## src/logic/gpcs_pkg.sv

```systemverilog
package gpcs_pkg;

	// register offsets
	localparam logic [3:0] GPCS_OFS_IDENT = 4'h0;
	localparam logic [3:0] GPCS_OFS_CTL1 = 4'h1;
	localparam logic [3:0] GPCS_OFS_CTL2 = 4'h2;
	localparam logic [3:0] GPCS_OFS_STAT = 4'h3;

	// field positions, first control word
	localparam int GPCS_CTL1_RST = 15;
	localparam int GPCS_CTL1_OUT1_LSB = 12;
	localparam int GPCS_CTL1_OUT2_LSB = 9;
	localparam int GPCS_CTL1_IO1_LSB = 6;
	localparam int GPCS_CTL1_IO2_LSB = 3;
	localparam int GPCS_CTL1_IO3_LSB = 0;

	// field positions, second control word
	localparam int GPCS_CTL2_POL_UPPER = 13;
	localparam int GPCS_CTL2_POL_LOWER = 12;
	localparam int GPCS_CTL2_IO4_LSB = 0;

	// field positions, status and identification words
	localparam int GPCS_STAT_FLAG_LSB = 8;
	localparam int GPCS_STAT_LEVEL_LSB = 0;
	localparam int GPCS_IDENT_REVISION_LSB = 12;
	localparam int GPCS_IDENT_DEV_LSB = 0;

	// pin counts
	localparam int GPCS_IO_PINS = 7;
	localparam int GPCS_OUT_PINS = 2;
	localparam int GPCS_LOWER_GROUP = 3;

	// values after reset
	localparam logic [2:0] GPCS_RST_OUT_SEL = 3'h6;
	localparam logic [2:0] GPCS_RST_IO_SEL = 3'h0;
	localparam logic [2:0] GPCS_STRAP_CLK_SEL = 3'h4;
	localparam logic GPCS_RST_POL = 1'h0;

	// mode selector codes
	localparam logic [2:0] GPCS_MODE_HIZ = 3'h0;
	localparam logic [2:0] GPCS_MODE_LOW = 3'h1;
	localparam logic [2:0] GPCS_MODE_HIGH = 3'h2;
	localparam logic [2:0] GPCS_MODE_IRQ_OD = 3'h3;
	localparam logic [2:0] GPCS_MODE_REFCLK = 3'h4;
	localparam logic [2:0] GPCS_MODE_IRQ_PP = 3'h5;
	localparam logic [2:0] GPCS_MODE_LOW_ALT = 3'h6;
	localparam logic [2:0] GPCS_MODE_HIGH_ALT = 3'h7;

	// cycles from reset release until straps are taken
	localparam logic [1:0] GPCS_STRAP_WAIT = 2'h3;

	typedef struct packed {
		logic rd;
		logic wr;
		logic [3:0] addr;
		logic [15:0] wdata;
	} gpcs_reg_req_type;

	typedef struct packed {
		logic [1:0][2:0] out_sel;
		logic [6:0][2:0] io_sel;
		logic pol_upper;
		logic pol_lower;
	} gpcs_ctl_type;

endpackage

```

## src/logic/gpcs_core.sv

```systemverilog
// Contract
// - read-only ident word: 4-bit revision high, 12-bit device code low.
// - writing one to control word one bit 15 resets all; self-clears.
// - two output-pin mode selectors at 14:12 and 11:9, reset 110.
// - io pin one selector loads 100 if collision low, out pin one high.
// - io pins two and three selectors at 5:3 and 2:0, reset 000.
// - control word two holds io pins seven..four selectors, reset 000.
// - bit 13 picks edge for pins four..seven flags; 0 falling.
// - bit 12 picks edge for pins one..three flags; 0 falling.
// - each io pin has a flag set by its edge, cleared by read.
// - status low bits show each io pin's live level, reset zero.
// - mode selectors can route the combined interrupt onto a pin.
module gpcs_core #(
	parameter logic [3:0] REVISION = 4'h1, // arbitrary value
	parameter logic [11:0] DEVICE_CODE = 12'h5a5, // arbitrary value
	parameter int SYNC_STAGES = 2
)(
	// clock, reset, enable
	input wire logic mclk,
	input wire logic sys_rst,
	input wire logic clk_en,
	// register access
	input wire gpcs_pkg::gpcs_reg_req_type reg_req,
	output logic [15:0] reg_rdata,
	output logic reg_rvalid,
	// bidirectional pins
	input wire logic [6:0] io_in,
	output logic [6:0] io_out,
	output logic [6:0] io_oe_n,
	// output-only pins
	output logic [1:0] out_pin,
	output logic [1:0] out_oe_n,
	// strap pins
	input wire logic col_pin,
	input wire logic out_pin1_strap,
	// sources for pin modes
	input wire logic irq_req,
	input wire logic ref_clk_lvl,
	// device reset request
	output logic soft_rst_out
);
	import gpcs_pkg::*;

	if (SYNC_STAGES < 2) begin : g_chk
		$error("gpcs_core needs at least two sync stages");
	end

	function automatic logic hit(input gpcs_reg_req_type r,
		input logic [3:0] ofs);
		return r.addr == ofs;
	endfunction

	////////////////////////////////////////////////////////////////////////
	// pin synchronisers

	logic [6:0] io_lvl;
	logic [6:0] io_rise;
	logic [6:0] io_fall;
	logic [1:0] strap_lvl;

	gpcs_sync #(
		.WIDTH(GPCS_IO_PINS),
		.STAGES(SYNC_STAGES)
	) u_io_sync (
		.mclk(mclk),
		.sys_rst(sys_rst),
		.clk_en(clk_en),
		.async_in(io_in),
		.level(io_lvl),
		.rise(io_rise),
		.fall(io_fall)
	);

	gpcs_sync #(
		.WIDTH(2),
		.STAGES(SYNC_STAGES)
	) u_strap_sync (
		.mclk(mclk),
		.sys_rst(sys_rst),
		.clk_en(clk_en),
		.async_in({out_pin1_strap, col_pin}),
		.level(strap_lvl),
		.rise(),
		.fall()
	);

	////////////////////////////////////////////////////////////////////////
	// control, strap and status state

	gpcs_ctl_type ctl_reg;
	gpcs_ctl_type ctl_next;
	logic [1:0] strap_cnt_reg;
	logic [1:0] strap_cnt_next;
	logic [6:0] flag_reg;
	logic [6:0] flag_next;
	logic [6:0] level_reg;
	logic [6:0] level_next;
	logic soft_rst_reg;
	logic soft_rst_next;
	logic [15:0] rdata_reg;
	logic [15:0] rdata_next;
	logic rvalid_reg;
	logic rvalid_next;

	logic wr_ctl1;
	logic wr_ctl2;
	logic rd_stat;
	logic do_reset;
	logic [6:0] evt;
	logic [15:0] ctl1_word;
	logic [15:0] ctl2_word;
	logic [15:0] stat_word;
	logic [15:0] ident_word;

	always_comb begin
		wr_ctl1 = reg_req.wr && hit(reg_req, GPCS_OFS_CTL1);
		wr_ctl2 = reg_req.wr && hit(reg_req, GPCS_OFS_CTL2);
		rd_stat = reg_req.rd && hit(reg_req, GPCS_OFS_STAT);
		do_reset = wr_ctl1 && reg_req.wdata[GPCS_CTL1_RST];
		for (int i = 0; i < GPCS_IO_PINS; i++) begin
			if (i < GPCS_LOWER_GROUP) begin
				evt[i] = ctl_reg.pol_lower ? io_rise[i] : io_fall[i];
			end else begin
				evt[i] = ctl_reg.pol_upper ? io_rise[i] : io_fall[i];
			end
		end
	end

	// word images
	always_comb begin
		ident_word = '0;
		ident_word[GPCS_IDENT_REVISION_LSB +: 4] = REVISION;
		ident_word[GPCS_IDENT_DEV_LSB +: 12] = DEVICE_CODE;
		ctl1_word = '0;
		ctl1_word[GPCS_CTL1_OUT1_LSB +: 3] = ctl_reg.out_sel[0];
		ctl1_word[GPCS_CTL1_OUT2_LSB +: 3] = ctl_reg.out_sel[1];
		ctl1_word[GPCS_CTL1_IO1_LSB +: 3] = ctl_reg.io_sel[0];
		ctl1_word[GPCS_CTL1_IO2_LSB +: 3] = ctl_reg.io_sel[1];
		ctl1_word[GPCS_CTL1_IO3_LSB +: 3] = ctl_reg.io_sel[2];
		ctl2_word = '0;
		ctl2_word[GPCS_CTL2_POL_UPPER] = ctl_reg.pol_upper;
		ctl2_word[GPCS_CTL2_POL_LOWER] = ctl_reg.pol_lower;
		for (int i = 0; i < 4; i++) begin
			ctl2_word[GPCS_CTL2_IO4_LSB + 3*i +: 3] = ctl_reg.io_sel[3+i];
		end
		stat_word = '0;
		stat_word[GPCS_STAT_FLAG_LSB +: 7] = flag_reg;
		stat_word[GPCS_STAT_LEVEL_LSB +: 7] = level_reg;
	end

	// control registers and strap load
	always_comb begin
		ctl_next = ctl_reg;
		strap_cnt_next = strap_cnt_reg;
		soft_rst_next = 1'b0;
		if (clk_en) begin
			if (strap_cnt_reg != 2'h0) begin
				strap_cnt_next = strap_cnt_reg - 2'h1;
			end
			if (strap_cnt_reg == 2'h1) begin
				// strap_lvl[0] collision, strap_lvl[1] out pin one
				ctl_next.io_sel[0] = (!strap_lvl[0] && strap_lvl[1]) ?
					GPCS_STRAP_CLK_SEL : GPCS_RST_IO_SEL;
			end
			if (do_reset) begin
				ctl_next.out_sel = {GPCS_RST_OUT_SEL, GPCS_RST_OUT_SEL};
				ctl_next.io_sel = '0;
				ctl_next.pol_upper = GPCS_RST_POL;
				ctl_next.pol_lower = GPCS_RST_POL;
				strap_cnt_next = GPCS_STRAP_WAIT;
				soft_rst_next = 1'b1;
			end else if (wr_ctl1) begin
				ctl_next.out_sel[0] =
					reg_req.wdata[GPCS_CTL1_OUT1_LSB +: 3];
				ctl_next.out_sel[1] =
					reg_req.wdata[GPCS_CTL1_OUT2_LSB +: 3];
				ctl_next.io_sel[0] = reg_req.wdata[GPCS_CTL1_IO1_LSB +: 3];
				ctl_next.io_sel[1] =
					reg_req.wdata[GPCS_CTL1_IO2_LSB +: 3];
				ctl_next.io_sel[2] =
					reg_req.wdata[GPCS_CTL1_IO3_LSB +: 3];
			end else if (wr_ctl2) begin
				ctl_next.pol_upper =
					reg_req.wdata[GPCS_CTL2_POL_UPPER];
				ctl_next.pol_lower =
					reg_req.wdata[GPCS_CTL2_POL_LOWER];
				for (int i = 0; i < 4; i++) begin
					ctl_next.io_sel[3+i] =
						reg_req.wdata[GPCS_CTL2_IO4_LSB + 3*i +: 3];
				end
			end
		end
	end

	// latched flags and live levels
	always_comb begin
		flag_next = flag_reg;
		level_next = level_reg;
		if (clk_en) begin
			level_next = io_lvl;
			if (do_reset) begin
				flag_next = '0;
			end else begin
				// set beats the read-clear
				flag_next = (flag_reg & ~{7{rd_stat}}) | evt;
			end
		end
	end

	// read port
	always_comb begin
		rdata_next = rdata_reg;
		rvalid_next = rvalid_reg;
		if (clk_en) begin
			rvalid_next = reg_req.rd;
			rdata_next = '0;
			if (reg_req.rd) begin
				case (reg_req.addr)
					GPCS_OFS_IDENT: rdata_next = ident_word;
					GPCS_OFS_CTL1: rdata_next = ctl1_word;
					GPCS_OFS_CTL2: rdata_next = ctl2_word;
					GPCS_OFS_STAT: rdata_next = stat_word;
					default: rdata_next = '0;
				endcase
			end
		end
	end

	always_ff @(posedge mclk) begin
		if (sys_rst) begin
			ctl_reg.out_sel <= {GPCS_RST_OUT_SEL, GPCS_RST_OUT_SEL};
			ctl_reg.io_sel <= '0;
			ctl_reg.pol_upper <= GPCS_RST_POL;
			ctl_reg.pol_lower <= GPCS_RST_POL;
			strap_cnt_reg <= GPCS_STRAP_WAIT;
			flag_reg <= '0;
			level_reg <= '0;
			soft_rst_reg <= 1'b0;
			rdata_reg <= '0;
			rvalid_reg <= 1'b0;
		end else begin
			ctl_reg <= ctl_next;
			strap_cnt_reg <= strap_cnt_next;
			flag_reg <= flag_next;
			level_reg <= level_next;
			soft_rst_reg <= soft_rst_next;
			rdata_reg <= rdata_next;
			rvalid_reg <= rvalid_next;
		end
	end

	////////////////////////////////////////////////////////////////////////
	// pin drivers

	logic [8:0][2:0] drv_mode;
	logic [8:0] drv_out;
	logic [8:0] drv_oe_n;
	logic strap_busy;

	assign drv_mode = {ctl_reg.out_sel, ctl_reg.io_sel};
	// pads released while straps are being sampled
	assign strap_busy = strap_cnt_reg != 2'h0;

	for (genvar g = 0; g < 9; g++) begin : g_drv
		gpcs_pin_drive u_drv (
			.mclk(mclk),
			.sys_rst(sys_rst),
			.clk_en(clk_en),
			.mode(drv_mode[g]),
			.hold(strap_busy),
			.irq(irq_req),
			.ref_lvl(ref_clk_lvl),
			.pin_out(drv_out[g]),
			.pin_oe_n(drv_oe_n[g])
		);
	end

	assign io_out = drv_out[6:0];
	assign io_oe_n = drv_oe_n[6:0];
	assign out_pin = drv_out[8:7];
	assign out_oe_n = drv_oe_n[8:7];
	assign reg_rdata = rdata_reg;
	assign reg_rvalid = rvalid_reg;
	assign soft_rst_out = soft_rst_reg;

endmodule

```

## src/logic/gpcs_pin_drive.sv

```systemverilog
module gpcs_pin_drive (
	// clock and reset
	input wire logic mclk,
	input wire logic sys_rst,
	input wire logic clk_en,
	// mode and sources
	input wire logic [2:0] mode,
	input wire logic hold,
	input wire logic irq,
	input wire logic ref_lvl,
	// pad
	output logic pin_out,
	output logic pin_oe_n
);
	import gpcs_pkg::*;

	logic out_reg;
	logic out_next;
	logic oe_n_reg;
	logic oe_n_next;

	// returns {oe_n, level} for a mode code
	function automatic logic [1:0] decode(input logic [2:0] m,
		input logic q, input logic r);
		logic [1:0] res;
		res = 2'h2;
		case (m)
			GPCS_MODE_HIZ: res = 2'h2;
			GPCS_MODE_LOW, GPCS_MODE_LOW_ALT: res = 2'h0;
			GPCS_MODE_HIGH, GPCS_MODE_HIGH_ALT: res = 2'h1;
			GPCS_MODE_IRQ_OD: res = q ? 2'h0 : 2'h2;
			GPCS_MODE_REFCLK: res = {1'b0, r};
			GPCS_MODE_IRQ_PP: res = {1'b0, q};
			default: res = 2'h2;
		endcase
		return res;
	endfunction

	always_comb begin
		out_next = out_reg;
		oe_n_next = oe_n_reg;
		if (clk_en) begin
			{oe_n_next, out_next} = hold ? 2'h2 : decode(mode, irq, ref_lvl);
		end
	end

	always_ff @(posedge mclk) begin
		if (sys_rst) begin
			out_reg <= 1'b0;
			oe_n_reg <= 1'b1;
		end else begin
			out_reg <= out_next;
			oe_n_reg <= oe_n_next;
		end
	end

	assign pin_out = out_reg;
	assign pin_oe_n = oe_n_reg;

endmodule

```

## src/logic/gpcs_sync.sv

```systemverilog
module gpcs_sync #(
	parameter int WIDTH = 7,
	parameter int STAGES = 2
)(
	// clock and reset
	input wire logic mclk,
	input wire logic sys_rst,
	input wire logic clk_en,
	// asynchronous levels
	input wire logic [WIDTH-1:0] async_in,
	// synchronised level and edges
	output logic [WIDTH-1:0] level,
	output logic [WIDTH-1:0] rise,
	output logic [WIDTH-1:0] fall
);
	import gpcs_pkg::*;

	if (STAGES < 2) begin : g_chk
		$error("gpcs_sync needs at least two stages");
	end

	logic [STAGES-1:0][WIDTH-1:0] stage_reg;
	logic [STAGES-1:0][WIDTH-1:0] stage_next;
	logic [WIDTH-1:0] prev_reg;
	logic [WIDTH-1:0] prev_next;

	always_comb begin
		stage_next = stage_reg;
		prev_next = prev_reg;
		if (clk_en) begin
			stage_next = {stage_reg[STAGES-2:0], async_in};
			prev_next = stage_reg[STAGES-1];
		end
	end

	always_ff @(posedge mclk) begin
		if (sys_rst) begin
			stage_reg <= '0;
			prev_reg <= '0;
		end else begin
			stage_reg <= stage_next;
			prev_reg <= prev_next;
		end
	end

	assign level = stage_reg[STAGES-1];
	assign rise = stage_reg[STAGES-1] & ~prev_reg;
	assign fall = ~stage_reg[STAGES-1] & prev_reg;

endmodule

```

## config.mk

```make
export PLATFORM = sky130hd
export DESIGN_NAME = gpcs_core
export DESIGN_NICKNAME = d
export VERILOG_FILES = /design/src/logic/gpcs_pkg.sv /design/src/logic/gpcs_core.sv /design/src/logic/gpcs_pin_drive.sv /design/src/logic/gpcs_sync.sv
export SDC_FILE = /design/constraint.sdc
export NUM_CORES = 1
export LEC_CHECK = 0
export BUFFER_PORTS_ARGS = -buffer_cell sky130_fd_sc_hd__buf_2
export CAP_MARGIN = 20
export CORE_ASPECT_RATIO = 0.9
export CORE_UTILIZATION = 35
export CTS_CLUSTER_DIAMETER = 100
export DETAILED_ROUTE_END_ITERATION = 10
export PLACE_DENSITY_LB_ADDON = 0.08
export SLEW_MARGIN = 30
export SYNTH_ARGS = -nofsm -noshare
export SYNTH_HDL_FRONTEND = slang
export SYNTH_SLANG_ARGS = --single-unit
```

## constraint.sdc

```tcl
create_clock -name mclk -period 1.6 [get_ports mclk]
set_clock_uncertainty 0.2 [all_clocks]
set_input_delay 0.16 -clock mclk [delete_from_list [all_inputs] [get_ports mclk]]
set_output_delay 0.16 -clock mclk [all_outputs]
set_load 0.1 [all_outputs]
```

==> results.sh <==
export IMPL_worst_path_max_fanout=2
export IMPL_overflow=0
export IMPL_die_area_sq_um=13500
export IMPL_cpLargestDelayFamily="buffers and inverters"
export IMPL_hp_start="clk_en"
export IMPL_async_reset_ff_frac=0
export IMPL_synth_area_top_cells="dfxtp_1, mux2i_1, o21ai_0"
export IMPL_ant_nets=0
export IMPL_via_per_inst=5.32
export IMPL_status="completed"
export IMPL_clock_latency_ns=0.35
export IMPL_drt_iter0_drc=243
export IMPL_ys_flop_type="dfxtp_1"
export IMPL_slew_viol_final=0
export IMPL_grt_pass1_wl_um=21000
export IMPL_setup_tns_ns=0
export IMPL_p_total_mw=5.09
export IMPL_final_seq_area_sq_um=1960
export IMPL_worst_path_stages=1
export IMPL_clockBufferDepth=2
export IMPL_multi_input_area_sq_um=2300
export IMPL_grt_max_degree=23
export IMPL_fp_dieW_um=123
export IMPL_mostFrequentLayoutCell="dfxtp_1"
export IMPL_fin_cells=751
export IMPL_synth_avg_cell_area_sq_um=9.30
export IMPL_cp_cell_sequence="buf_2"
export IMPL_synthCells=492
export IMPL_power_density_nw_per_um2=872
export IMPL_cp_arrival_ns=1.19
export IMPL_clk_pin_slew_ns=0.07
export IMPL_end_kind="output pin"
export IMPL_critical_path_slowest_cell="buf_2"
export IMPL_worstHoldPathCells=3
export IMPL_cp_data_required_time_ns=1.24
export IMPL_holdWs_ns=0.0317
export IMPL_wl_um=13600
export IMPL_synth_top_area_frac=0.429
export IMPL_num_io_pins=72
export IMPL_worstReg2RegStart="strap_cnt_reg[0]"
export IMPL_grt_pass1_vias=3771
export IMPL_antenna_found_initial=0
export IMPL_yosysSeqAreaShare=0.429
export IMPL_cts_tree="yes"
export IMPL_initial_core_util=0.359
export IMPL_finalNetCount=620
export IMPL_synth_edf_count=0
export IMPL_route_detailed_drc=0
export IMPL_finalCriticalPeriod_ns=1.55
export IMPL_cts_sinks=98
export IMPL_finalHoldViolCount=0
export IMPL_place_congestion=0.800
export IMPL_nFillCells=1288
export IMPL_top_layer_used="met4"
export IMPL_reg2reg_depth=6
export IMPL_slowest_delay_ns=0.45
export IMPL_vias=3998
export IMPL_cts_setup_buffers=0
export IMPL_rows=39
export IMPL_start_kind="flop"
export IMPL_period_share=0.971
export IMPL_n_antenna_cell=0
export IMPL_die_h_um=110
export IMPL_wl_met2_um=5850
export IMPL_hold_path_class="in -> reg"
export IMPL_cap_violations=0
export IMPL_setup_slack_ns=0.0469
export IMPL_grt_usage=0.208
export IMPL_final_core_util=0.458
export IMPL_post_dp_hpwl_um=9510
export IMPL_wire_per_inst_um=18.1
export IMPL_cts_root_buf="clkbuf_16"
export IMPL_cts_buffers_inserted=9
export IMPL_io_buffers=70
export IMPL_rsz0062_at_grt="no"
export IMPL_leakage_nw=2.32
export IMPL_synthesis_nets=530
export IMPL_placed_cells=706
export IMPL_rr_endpoint="g_drv[0].u_drv.pin_out"
export IMPL_syn_area_sq_um=4580
export IMPL_final_cell_mix="dfxtp_1, buf_2, nor2_1"
export IMPL_fmax_ghz=0.644
export IMPL_wl_met3_um=653
export IMPL_timing_hold_worst_endpoint="ctl1_word[8]"
export IMPL_dp_slack_ns=-0.102
export IMPL_place_area_sq_um=5180
export IMPL_rrSetupSlack_ns=0.05
export IMPL_core_area_sq_um=12700
export IMPL_yosysTopAreaCell="dfxtp_1"
export IMPL_met1_length_um=6920
export IMPL_critPathBufInv=1
export IMPL_dr_pass1_iters=4
export IMPL_ys_types=49
export IMPL_peakVddDrop_mv=0.588
export IMPL_synth_warnings=0
export IMPL_setup_viol=0
export IMPL_layout_drive_gt1_share=0.274
export IMPL_finish_instance_area_sq_um=5830
export IMPL_ys_ff_latch=98
export IMPL_h_tree_depth=3
export IMPL_syn2layout_area_growth_pct=27.5
export IMPL_path_class="reg -> out"
report_power, final:
group / switching [mW] / internal [mW]
clock: 0.940 / 1.10
combinational: 0.290 / 0.248
sequential: 0.0347 / 2.48
total: 1.26 / 3.82
area by class of cell:
type,count,area share
clock buffer,12,0.0423
multi-input combinational,326,0.395
clock inverter,4,0.00472
tap,164,0.0352
timing repair buffer,135,0.179
sequential,98,0.337
inverter,12,0.00772
worst max path at each step:
stage	to	from	slack (ns)
2_1_floorplan	strap_cnt_reg[0]	strap_cnt_reg[1]	0.04
3_3_place_gp	ctl1_word[13]	reg_req[19]	0.005
3_5_place_dp	g_drv[8].u_drv.pin_oe_n	sys_rst	-0.10
4_1_cts	strap_cnt_reg[0]	strap_cnt_reg[0]	0.0006
5_1_grt	g_drv[6].u_drv.pin_out	strap_cnt_reg[0]	0.002
6_report	out_pin[0]	g_drv[7].u_drv.pin_out	0.05
synth_stat cells, types with 9 or more instances:
| cell | count |
|---|---|
| clkbuf_1 | 15 |
| nor2_1 | 35 |
| o22a_1 | 9 |
| nand2_1 | 26 |
| nor2b_1 | 10 |
| buf_4 | 23 |
| a32o_1 | 14 |
| buf_2 | 15 |
| a22oi_1 | 13 |
| nor3b_1 | 9 |
| dfxtp_1 | 98 |
| inv_1 | 11 |
| nand4b_1 | 11 |
| o21ai_0 | 35 |
| or2_2 | 10 |
| a21oi_1 | 33 |
| nand3b_1 | 10 |
| mux2i_1 | 32 |
routing by layer:
| layer | vias to the layer above | track usage |
|---|---|---|
| met5 | - | 0 |
| met2 | 105 | 0.299 |
| li1 | 1973 | - |
| met4 | 0 | 0.0569 |
| met3 | 11 | 0.0517 |
| met1 | 1909 | 0.305 |
cells by family after synthesis:
kind of cell	after synthesis	share of synthesized area
AOI/OAI and AO/OA	144	0.219
and+or+nand+nor	138	0.174
DFF	98	0.429
buffers and inverters	68	0.0804
muxes	40	0.0897
adders and majority gates	2	0.00547
other	1	0.000820
xor gates and xnor gates	1	0.00191
repair_timing:
| action | in CTS | in global routing |
|---|---|---|
| hold buffers | 27 | 0 |
| endpoints found under the hold margin | 42 | 0 |
| gates resized for setup | 1 | 22 |
| setup endpoints to repair | 2 | 25 |
| gates cloned | 0 | 2 |
| pin swaps | 0 | 2 |
Power figures use the tool's default switching activity.
